### src/design/ps_cfg.svh
// Timing and sizing constants for the passive serial configuration port.
// Assumes a 100 MHz core clock; included by bare name.
`ifndef PS_CFG_SVH
`define PS_CFG_SVH
`define PS_CLK_PERIOD_NS      10
`define PS_POR_DELAY_US       2
`define PS_POR_CYCLES         ((`PS_POR_DELAY_US * 1000) / `PS_CLK_PERIOD_NS)
`define PS_STATUS_LOW_US      2
`define PS_STATUS_LOW_CYCLES  ((`PS_STATUS_LOW_US * 1000) / `PS_CLK_PERIOD_NS)
`define PS_INIT_TIME_US       3
`define PS_INIT_CYCLES        ((`PS_INIT_TIME_US * 1000) / `PS_CLK_PERIOD_NS)
`define PS_INIT_FALL_EDGES    2
`define PS_STREAM_BYTES       16
`define PS_SYNC_WORD          8'h6A
`define PS_CNT_W              20
`endif

### src/design/ps_pkg.sv
// Types shared by the passive serial configuration port.
// No dependencies.
package ps_pkg;
  typedef enum logic [2:0] {
    ST_POR,
    ST_STATUS_LOW,
    ST_WAIT_ENABLE,
    ST_LOAD,
    ST_DONE_WAIT,
    ST_INIT,
    ST_USER
  } cfg_state_t;

  typedef struct packed {
    logic restart_n;
    logic status_n;
    logic done;
    logic chip_enable_n;
    logic serial_load_clock;
    logic data0;
  } pin_in_t;

  typedef struct packed {
    logic status_oe;
    logic done_oe;
    logic init_complete;
    logic chain_enable_n;
    logic user_mode;
    logic weak_pullup_en;
    logic data0_oe;
  } pin_out_t;
endpackage : ps_pkg

### src/design/ps_sync_edge.sv
// Two-stage synchroniser with rise and fall detection for one pin.
// Assumes the pin is asynchronous to clk.
`timescale 1ns/1ps
module ps_sync_edge (
  input  wire logic clk,
  input  wire logic rst,
  input  wire logic pin,
  output logic      level,
  output logic      rise,
  output logic      fall
);
  logic stage1;
  logic stage2;
  logic stage3;

  always_ff @(posedge clk or posedge rst) begin
    if (rst) begin
      stage1 <= 1'h0;
      stage2 <= 1'h0;
      stage3 <= 1'h0;
    end else begin
      stage1 <= pin;
      stage2 <= stage1;
      stage3 <= stage2;
    end
  end

  assign level = stage2;
  assign rise  = stage2 & ~stage3;
  assign fall  = ~stage2 & stage3;
endmodule : ps_sync_edge

### src/design/passive_serial_config_port.sv
// Passive serial configuration port: receives a byte stream LSB first on
// the serial data pin, clocked by the host's serial_load_clock.
// Assumes shared open-drain status and done lines resolved outside.
//
// Functional notes
// - Device samples serial data on each rising serial_load_clock edge.
// - Host clocks until done rises and for two falling edges after; device then enters init.
// - Device releases init-complete high after init and enters user mode.
// - User mode removes weak pull-ups from user pins.
// - Serial data pin stays high impedance in user mode.
// - Clock may stop for any time; loading resumes without loss.
// - Finished device drives chain-enable low; next accepts data at once.
// - Shared done lines make all devices initialise together.
// - Detected error pulls shared status low, resetting the chain.
// - Broadcast devices with enables low start and finish together.
// - User mode holds lines high; restart low begins new cycle.
// - Status held low during power-on reset delay.
`timescale 1ns/1ps
`include "ps_cfg.svh"
module passive_serial_config_port (
  input  wire logic         core_clk,
  input  wire logic         rst,
  input  wire ps_pkg::pin_in_t  pins_in,
  output ps_pkg::pin_out_t  pins_out,
  output logic [7:0]        load_byte,
  output logic              load_byte_valid,
  output logic              load_error
);
  logic restart_lvl;
  logic restart_rise;
  logic restart_fall;
  logic status_lvl;
  logic done_lvl;
  logic ce_lvl;
  logic clk_rise;
  logic clk_fall;
  logic data_lvl;

  ps_sync_edge u_restart (.clk(core_clk), .rst(rst), .pin(pins_in.restart_n),
    .level(restart_lvl), .rise(restart_rise), .fall(restart_fall));
  ps_sync_edge u_status (.clk(core_clk), .rst(rst), .pin(pins_in.status_n),
    .level(status_lvl), .rise(), .fall());
  ps_sync_edge u_done (.clk(core_clk), .rst(rst), .pin(pins_in.done),
    .level(done_lvl), .rise(), .fall());
  ps_sync_edge u_ce (.clk(core_clk), .rst(rst), .pin(pins_in.chip_enable_n),
    .level(ce_lvl), .rise(), .fall());
  ps_sync_edge u_sclk (.clk(core_clk), .rst(rst), .pin(pins_in.serial_load_clock),
    .level(), .rise(clk_rise), .fall(clk_fall));
  ps_sync_edge u_data (.clk(core_clk), .rst(rst), .pin(pins_in.data0),
    .level(data_lvl), .rise(), .fall());

  ps_pkg::cfg_state_t      state;
  ps_pkg::cfg_state_t      next_state;
  logic [`PS_CNT_W-1:0]    timer;
  logic [`PS_CNT_W-1:0]    next_timer;
  logic [7:0]              shift;
  logic [7:0]              next_shift;
  logic [2:0]              bit_cnt;
  logic [2:0]              next_bit_cnt;
  logic [15:0]             byte_cnt;
  logic [15:0]             next_byte_cnt;
  logic [1:0]              fall_cnt;
  logic [1:0]              next_fall_cnt;
  logic                    err;
  logic                    next_err;
  logic [7:0]              out_byte;
  logic [7:0]              next_out_byte;
  logic                    out_valid;
  logic                    next_out_valid;
  logic                    own_done;
  logic                    next_own_done;

  localparam logic [`PS_CNT_W-1:0] POR_CYC  = `PS_CNT_W'(`PS_POR_CYCLES);
  localparam logic [`PS_CNT_W-1:0] STL_CYC  = `PS_CNT_W'(`PS_STATUS_LOW_CYCLES);
  localparam logic [`PS_CNT_W-1:0] INIT_CYC = `PS_CNT_W'(`PS_INIT_CYCLES);
  localparam logic [15:0]          LAST_BYTE = 16'(`PS_STREAM_BYTES - 1);

  always_comb begin
    next_state     = state;
    next_timer     = timer;
    next_shift     = shift;
    next_bit_cnt   = bit_cnt;
    next_byte_cnt  = byte_cnt;
    next_fall_cnt  = fall_cnt;
    next_err       = err;
    next_out_byte  = out_byte;
    next_out_valid = 1'h0;
    next_own_done  = own_done;
    unique case (state)
      ps_pkg::ST_POR: begin
        next_timer = timer + `PS_CNT_W'(1);
        if (timer >= POR_CYC) begin
          next_state = ps_pkg::ST_WAIT_ENABLE;
          next_timer = '0;
        end
      end
      ps_pkg::ST_STATUS_LOW: begin
        next_timer = timer + `PS_CNT_W'(1);
        if (timer >= STL_CYC && restart_lvl) begin
          next_state = ps_pkg::ST_WAIT_ENABLE;
          next_timer = '0;
          next_err   = 1'h0;
        end
      end
      ps_pkg::ST_WAIT_ENABLE: begin
        next_own_done = 1'h0;
        next_bit_cnt  = 3'h0;
        next_byte_cnt = 16'h0;
        if (!ce_lvl && status_lvl)
          next_state = ps_pkg::ST_LOAD;
      end
      ps_pkg::ST_LOAD: begin
        if (clk_rise) begin
          next_shift   = {data_lvl, shift[7:1]};
          next_bit_cnt = bit_cnt + 3'h1;
          if (bit_cnt == 3'h7) begin
            next_out_byte  = {data_lvl, shift[7:1]};
            next_out_valid = 1'h1;
            next_byte_cnt  = byte_cnt + 16'h1;
            if (byte_cnt == 16'h0 && {data_lvl, shift[7:1]} != `PS_SYNC_WORD) begin
              next_err   = 1'h1;
              next_state = ps_pkg::ST_STATUS_LOW;
              next_timer = '0;
            end else if (byte_cnt == LAST_BYTE) begin
              next_own_done = 1'h1;
              next_state    = ps_pkg::ST_DONE_WAIT;
              next_fall_cnt = 2'h0;
            end
          end
        end
      end
      ps_pkg::ST_DONE_WAIT: begin
        if (done_lvl && clk_fall) begin
          next_fall_cnt = fall_cnt + 2'h1;
          if (fall_cnt == 2'(`PS_INIT_FALL_EDGES - 1)) begin
            next_state = ps_pkg::ST_INIT;
            next_timer = '0;
          end
        end
      end
      ps_pkg::ST_INIT: begin
        next_timer = timer + `PS_CNT_W'(1);
        if (timer >= INIT_CYC)
          next_state = ps_pkg::ST_USER;
      end
      ps_pkg::ST_USER: begin
      end
    endcase
    if (restart_fall) begin
      next_state    = ps_pkg::ST_STATUS_LOW;
      next_timer    = '0;
      next_own_done = 1'h0;
      next_err      = 1'h0;
    end else if (state != ps_pkg::ST_POR && state != ps_pkg::ST_STATUS_LOW && !status_lvl
                 && state != ps_pkg::ST_WAIT_ENABLE && state != ps_pkg::ST_USER) begin
      next_state    = ps_pkg::ST_STATUS_LOW;
      next_timer    = '0;
      next_own_done = 1'h0;
    end
  end

  always_ff @(posedge core_clk or posedge rst) begin
    if (rst) begin
      state     <= ps_pkg::ST_POR;
      timer     <= '0;
      shift     <= 8'h00;
      bit_cnt   <= 3'h0;
      byte_cnt  <= 16'h0000;
      fall_cnt  <= 2'h0;
      err       <= 1'h0;
      out_byte  <= 8'h00;
      out_valid <= 1'h0;
      own_done  <= 1'h0;
    end else begin
      state     <= next_state;
      timer     <= next_timer;
      shift     <= next_shift;
      bit_cnt   <= next_bit_cnt;
      byte_cnt  <= next_byte_cnt;
      fall_cnt  <= next_fall_cnt;
      err       <= next_err;
      out_byte  <= next_out_byte;
      out_valid <= next_out_valid;
      own_done  <= next_own_done;
    end
  end

  ps_pkg::pin_out_t next_pins;

  always_comb begin
    next_pins                = '0;
    next_pins.status_oe      = (state == ps_pkg::ST_POR)
                               || (state == ps_pkg::ST_STATUS_LOW);
    next_pins.done_oe        = !own_done && state != ps_pkg::ST_USER
                               && state != ps_pkg::ST_INIT;
    next_pins.init_complete  = (state == ps_pkg::ST_USER);
    next_pins.chain_enable_n = !own_done && state != ps_pkg::ST_INIT
                               && state != ps_pkg::ST_USER;
    next_pins.user_mode      = (state == ps_pkg::ST_USER);
    next_pins.weak_pullup_en = (state != ps_pkg::ST_USER);
    next_pins.data0_oe       = 1'h0;
  end

  always_ff @(posedge core_clk or posedge rst) begin
    if (rst) begin
      pins_out <= '{status_oe: 1'h1, done_oe: 1'h1, init_complete: 1'h0,
                    chain_enable_n: 1'h1, user_mode: 1'h0, weak_pullup_en: 1'h1,
                    data0_oe: 1'h0};
    end else begin
      pins_out <= next_pins;
    end
  end

  assign load_byte       = out_byte;
  assign load_byte_valid = out_valid;
  assign load_error      = err;
endmodule : passive_serial_config_port

### config.mk
export PLATFORM = sky130hd
export DESIGN_NAME = passive_serial_config_port
export DESIGN_NICKNAME = d
export VERILOG_FILES = /design/src/design/ps_pkg.sv /design/src/design/ps_sync_edge.sv /design/src/design/passive_serial_config_port.sv
export VERILOG_INCLUDE_DIRS = /design/src /design/src/design
export SDC_FILE = /design/constraint.sdc
export NUM_CORES = 1
export LEC_CHECK = 0
export ABC_AREA = 1
export BUFFER_PORTS_ARGS = -buffer_cell sky130_fd_sc_hd__buf_4
export CAP_MARGIN = 0
export CORE_ASPECT_RATIO = 0.8
export CORE_UTILIZATION = 60
export DETAILED_ROUTE_END_ITERATION = 8
export MAX_ROUTING_LAYER = met4
export PLACE_DENSITY = 0.82
export SYNTH_ARGS = -nofsm -noshare
export SYNTH_HDL_FRONTEND = slang
export SYNTH_HIERARCHICAL = 1
export SYNTH_SLANG_ARGS = --single-unit
export TNS_END_PERCENT = 50
### constraint.sdc
create_clock -name core_clk -period 5 [get_ports core_clk]
set_input_delay 1.5 -clock core_clk [delete_from_list [all_inputs] [get_ports core_clk]]
set_output_delay 1.5 -clock core_clk [all_outputs]
set_load 0.1 [all_outputs]
==> results.sh, run 1 <==
export IMPL_worstPathCellList="buf_4"
export IMPL_coreArea_mm2=0.00709
export IMPL_fillers=586
export IMPL_crit_fanout=1
export IMPL_cts_setup_buffers=0
export IMPL_clk_pin_slew_worst_paths_ps=100
export IMPL_dpl_cell_area_mm2=0.00474
export IMPL_h_tree_depth=3
export IMPL_drive_gt1_share_pct=12.1
export IMPL_clock_latency_ps=370
export IMPL_setup_tns_final_ps=0
export IMPL_critPathTopFamily="flip-flops"
export IMPL_finalCritPeriodShare_pct=53.6
export IMPL_vias=3893
export IMPL_drc=0
export IMPL_final_util_pct=70.3
export IMPL_start_util_pct=64.0
export IMPL_pre_cts_slack_ps=2230
export IMPL_critical_path_max_stage_delay_ps=540
export IMPL_ff2ff_setup_slack_ps=2860
export IMPL_leakage_uw=0.00251
export IMPL_r2r_end="timer[6]"
export IMPL_drv_slew=0
export IMPL_antenna_cells=0
export IMPL_finalInstanceArea_mm2=0.00499
export IMPL_fin_crit_ps=2680
export IMPL_die_width_um=99.2
export IMPL_antenna_found_initial=0
export IMPL_skew_ps=16.8
export IMPL_setup_violations=0
export IMPL_status="finished, final reports clean"
export IMPL_cp_data_required_time_ps=3500
export IMPL_grt_use_total_pct=28.0
export IMPL_gp_congestion=0.941
export IMPL_cp_arrival_ps=1180
export IMPL_die_h_um=79.8
export IMPL_p_per_area_mw_per_mm2=394
export IMPL_timing_fmax_mhz=373
export IMPL_synth_cells=601
export IMPL_crit_path_end_kind="output port"
export IMPL_slew_headroom_pct=36.5
export IMPL_root_buffer="clkbuf_8"
export IMPL_syn_cell_area_mm2=0.00454
export IMPL_overflow=0
export IMPL_cp_slowest_cell="dfstp_2"
export IMPL_worst_path_stages=1
export IMPL_worst_pin_slew_ps=948
export IMPL_area_growth_syn_to_layout_pct=9.96
export IMPL_grt_pass1_wl_mm=16.5
export IMPL_hold_buffers=0
export IMPL_cts_buffer_depth=2
export IMPL_yosys_warnings=6
export IMPL_setup_slack_ps=2320
export IMPL_irDropWorstVdd_mv=0.334
export IMPL_clock_sinks=81
export IMPL_critPathKind="reg2out"
export IMPL_viasPerCell=5.45
export IMPL_ios=25
export IMPL_hold_path_class="reg2reg"
export IMPL_grt_max_degree=42
export IMPL_hpwl_mm=6.98
export IMPL_wl_per_cell_um=13.5
export IMPL_routed_wl_mm=9.62
export IMPL_drtPass1Iterations=5
export IMPL_crit_start="pins_out[3]"
export IMPL_cts_tree="built"
export IMPL_rsz0062_at_grt="no"
export IMPL_cts_resized_gates=0
export IMPL_endpoint="pins_out[3]"
export IMPL_hold_viol=0
export IMPL_rows=27
export IMPL_cts_buffers=9
export IMPL_ant_nets=0
export IMPL_r2r_cells=9
export IMPL_cp_buffers_inverters=1
export IMPL_drt_iter0_drc=355
export IMPL_start_kind="flip-flop"
export IMPL_r2r_start="state[2]"
export IMPL_drv_cap=0
export IMPL_grt_pass1_vias=3485
export IMPL_portBuffers=23
export IMPL_syn_avg_cell_area_um2=7.55
export IMPL_final_nets=637
export IMPL_fp_dieArea_mm2=0.00792
export IMPL_syn_nets=616
-- power breakdown --
group | switching, µW | total (µW) | internal [µW] | leakage [µW]
logic | 435 | 586 | 151 | 0.00131
clock network | 258 | 596 | 338 | 0.000122
registers | 60.7 | 781 | 720 | 0.00108
total | 755 | 1960 | 1210 | 0.00251
-- state kept, by name, summed over array words and instances (netlist names), 2 cells and up --
register	count
byte_cnt	16
state	3
timer	20
load_byte	8
bit_cnt	3
fall_cnt	2
shift	7
pins_out	5
-- per-layer routing --
| metal | track usage, % | part of all wire, % | vias up |
|---|---|---|---|
| li1 | - | - | 1954 |
| met1 | 40.9 | 51 | 1803 |
| met2 | 39.8 | 41 | 121 |
| met3 | 5.87 | 6.6 | 15 |
| met4 | 7.21 | 1.3 | 0 |
| met5 | - | 0 | - |
-- layout by cell type, fill, tap and decap left out, types with 2 or more instances in the layout --
master / count
nand3_4: 2
a21oi_1: 11
bufinv_16: 3
nand2_2: 2
clkbuf_8: 9
nor2_1: 70
o21ai_0: 30
nand3_1: 60
nor2_4: 2
inv_4: 3
nand2_4: 5
inv_2: 5
nand4_1: 15
nand2_1: 176
buf_4: 24
dfrtp_1: 77
o21ai_1: 2
ha_1: 7
xor2_1: 10
nand3b_1: 2
nor2_2: 5
xnor2_1: 2
nor3_1: 10
inv_1: 69
a31oi_1: 2
dfstp_2: 4
nor3_2: 2
-- final cells by class --
class                      count  area (µm²)  area share [%]
timing repair buffer          24         180            3.61
tap                           87         109            2.18
clock inverter                 7         126            2.53
multi-input combinational    429        2120            42.5
inverter                      77         297            5.94
clock buffer                   9         124            2.48
sequential                    81        2030            40.7
-- worst register-to-register path, delay by kind of cell (launching register included) --
family | cells | cell delay (ps)
buffers and inverters | 1 | 160
flip-flops | 1 | 500
AND/OR/NAND/NOR | 8 | 1450
-- worst min path at each step --
stage	to	depth (start not counted)	start
2_1_floorplan	u_ce/level	0	u_ce/stage1
3_3_place_gp	u_sclk/level	0	u_sclk/stage1
3_5_place_dp	u_ce/level	0	u_ce/stage1
4_1_cts	u_ce/level	0	u_ce/stage1
5_1_grt	u_sclk/level	0	u_sclk/stage1
6_report	u_ce/level	0	u_ce/stage1
-- metrics by stage --
stage	hold slack, ps	total power, µW	cells
detailed placement	336	1380	698
CTS	355	1970	714
global route	361	2080	714
finish	352	1960	714
global placement	331	1370	698
floorplan	331	1290	601
No activity file was read; power rests on OpenSTA's default activity.
==> inputs of run 2 (changes only) <==
Settings changed: CORE_UTILIZATION 60 to 56, PLACE_DENSITY 0.82 to 0.81.
Clock period 5 ns to 2.4 ns, I/O delays scaled along.
==> run 2 against run 1 <==
Against the previous run:
- flip-flop and latch count unchanged
- sequential share of layout area fell by 0.26 points
- power up 99%
- clock skew decreased by 5.5 ps
- cell count rose by 3.4%
- combinational power up 110%
- die area up 7.0%
==> results.sh, run 2 (synthesis gave the netlist of run 1 again) <==
export IMPL_drtPass1Iterations=5
export IMPL_crit_fanout=8
export IMPL_setup_violations=0
export IMPL_leakage_uw=0.00252
export IMPL_cts_setup_buffers=0
export IMPL_start_util_pct=59.7
export IMPL_cts_buffer_depth=2
export IMPL_gp_congestion=0.964
export IMPL_cp_arrival_ps=2390
export IMPL_antenna_cells=0
export IMPL_grt_pass1_wl_mm=16.8
export IMPL_skew_ps=11.3
export IMPL_final_nets=643
export IMPL_wl_per_cell_um=13.8
export IMPL_finalCritPeriodShare_pct=86.8
export IMPL_vias=3968
export IMPL_path_common_cell="nand2_1"
export IMPL_cp_slowest_cell="dfrtp_1"
export IMPL_drive_gt1_share_pct=13.0
export IMPL_wl_met3_um=947
export IMPL_ios=25
export IMPL_cts_buffers=9
export IMPL_die_h_um=82.5
export IMPL_hpwl_mm=7.65
export IMPL_hold_viol=0
export IMPL_clock_latency_ps=360
export IMPL_overflow=0
export IMPL_portBuffers=23
export IMPL_drv_slew=0
export IMPL_finalNonFillerCells=738
export IMPL_rows=28
export IMPL_grt_max_degree=35
export IMPL_worst_pin_slew_ps=497
export IMPL_cts_resized_gates=0
export IMPL_area_growth_syn_to_layout_pct=10.7
export IMPL_drt_iter0_drc=435
export IMPL_setup_slack_ps=316
export IMPL_wirelength_met1_mm=4.91
export IMPL_status="finished, final reports clean"
export IMPL_drc=0
export IMPL_coreArea_mm2=0.00760
export IMPL_holdWs_ps=245
export IMPL_grt_use_total_pct=27.3
export IMPL_viasPerCell=5.38
export IMPL_ant_nets=0
export IMPL_rsz0062_at_grt="no"
export IMPL_r2r_start="timer[10]"
export IMPL_p_per_area_mw_per_mm2=779
export IMPL_p_total_uw=3910
export IMPL_critPathTopFamily="simple AND/OR/NAND/NOR gates"
export IMPL_timing_fmax_mhz=480
export IMPL_crit_path_end_kind="flip-flop"
export IMPL_root_buffer="clkbuf_8"
export IMPL_setup_tns_final_ps=0
export IMPL_worstPathCellList="nor3_1 -> nand4_1 -> nand2_1 -> nand2_1 -> nand2_1 -> nand2_1 -> nor2_2 -> nand2_1 -> nand2_1"
export IMPL_largest_register="timer"
export IMPL_hold_buffers=0
export IMPL_mostFrequentLayoutCells="176 x nand2_1, 77 x dfrtp_1, 70 x nor2_1, 69 x inv_1, 60 x nand3_1"
export IMPL_fin_crit_ps=2080
export IMPL_slew_headroom_pct=66.8
export IMPL_hold_path_class="in2async"
export IMPL_largest_reg_flops=20
export IMPL_numPlacedInstances=722
export IMPL_antenna_found_initial=0
export IMPL_cp_buffers_inverters=0
export IMPL_irDropWorstVdd_mv=0.482
export IMPL_pre_cts_slack_ps=379
export IMPL_routed_wl_mm=10.2
export IMPL_critical_path_max_stage_delay_ps=440
export IMPL_clock_sinks=81
export IMPL_fp_dieArea_mm2=0.00847
export IMPL_top_layer="met4"
export IMPL_grt_pass1_vias=3547
export IMPL_met2WireLength_mm=4.16
export IMPL_cts_tree="built"
export IMPL_worst_path_stages=9
export IMPL_ff2ff_setup_slack_ps=320
export IMPL_drv_cap=0
export IMPL_r2r_cells=9
export IMPL_h_tree_depth=3
export IMPL_critPathKind="reg2reg"
export IMPL_clk_pin_slew_worst_paths_ps=90
export IMPL_die_width_um=103
export IMPL_r2r_end="timer[6]"
export IMPL_start_kind="flip-flop"
export IMPL_cp_data_required_time_ps=2700
export IMPL_final_common_cell="nand2_1"
[run 2: worst max path at each step]
stage,endpoint,from,slack [ps]
2_1_floorplan,bit_cnt[0],rst,3
3_3_place_gp,byte_cnt[12],bit_cnt[0],450
3_5_place_dp,timer[6],timer[10],380
4_1_cts,byte_cnt[13],bit_cnt[0],360
5_1_grt,timer[6],timer[13],140
6_report,timer[6],timer[10],320
[run 2: stage by stage]
| step | cell area [µm²] | utilization [%] |
|---|---|---|
| after floorplan | 4540 | - |
| after global placement | 4820 | 63.4 |
| after detailed placement | 4820 | 63.4 |
| after CTS | 5020 | 66.0 |
| after global routing | 5020 | 66.0 |
| final | 5020 | 66.0 |
[run 2: report_power, final]
group          leakage, µW  total, µW  internal [µW]  switching (µW)
Sequential         0.00108       1630           1500             129
Clock            0.0000925       1030            489             541
Combinational      0.00135       1250            332             921
Total              0.00252       3910           2320            1590
[run 2: layer usage]
| layer | GRT usage [%] | up-vias |
|---|---|---|
| li1 | - | 1960 |
| met1 | 40.6 | 1784 |
| met2 | 36.8 | 204 |
| met3 | 5.39 | 20 |
| met4 | 9.14 | 0 |
| met5 | - | - |
[run 2: area by class of cell]
cell class	instances	area, µm²
clock buffer	9	124
fill	639	2580
clock inverter	7	78.8
inverter	77	297
sequential	81	2030
timing repair buffer	30	238
multi-input combinational	429	2120
tap	105	131
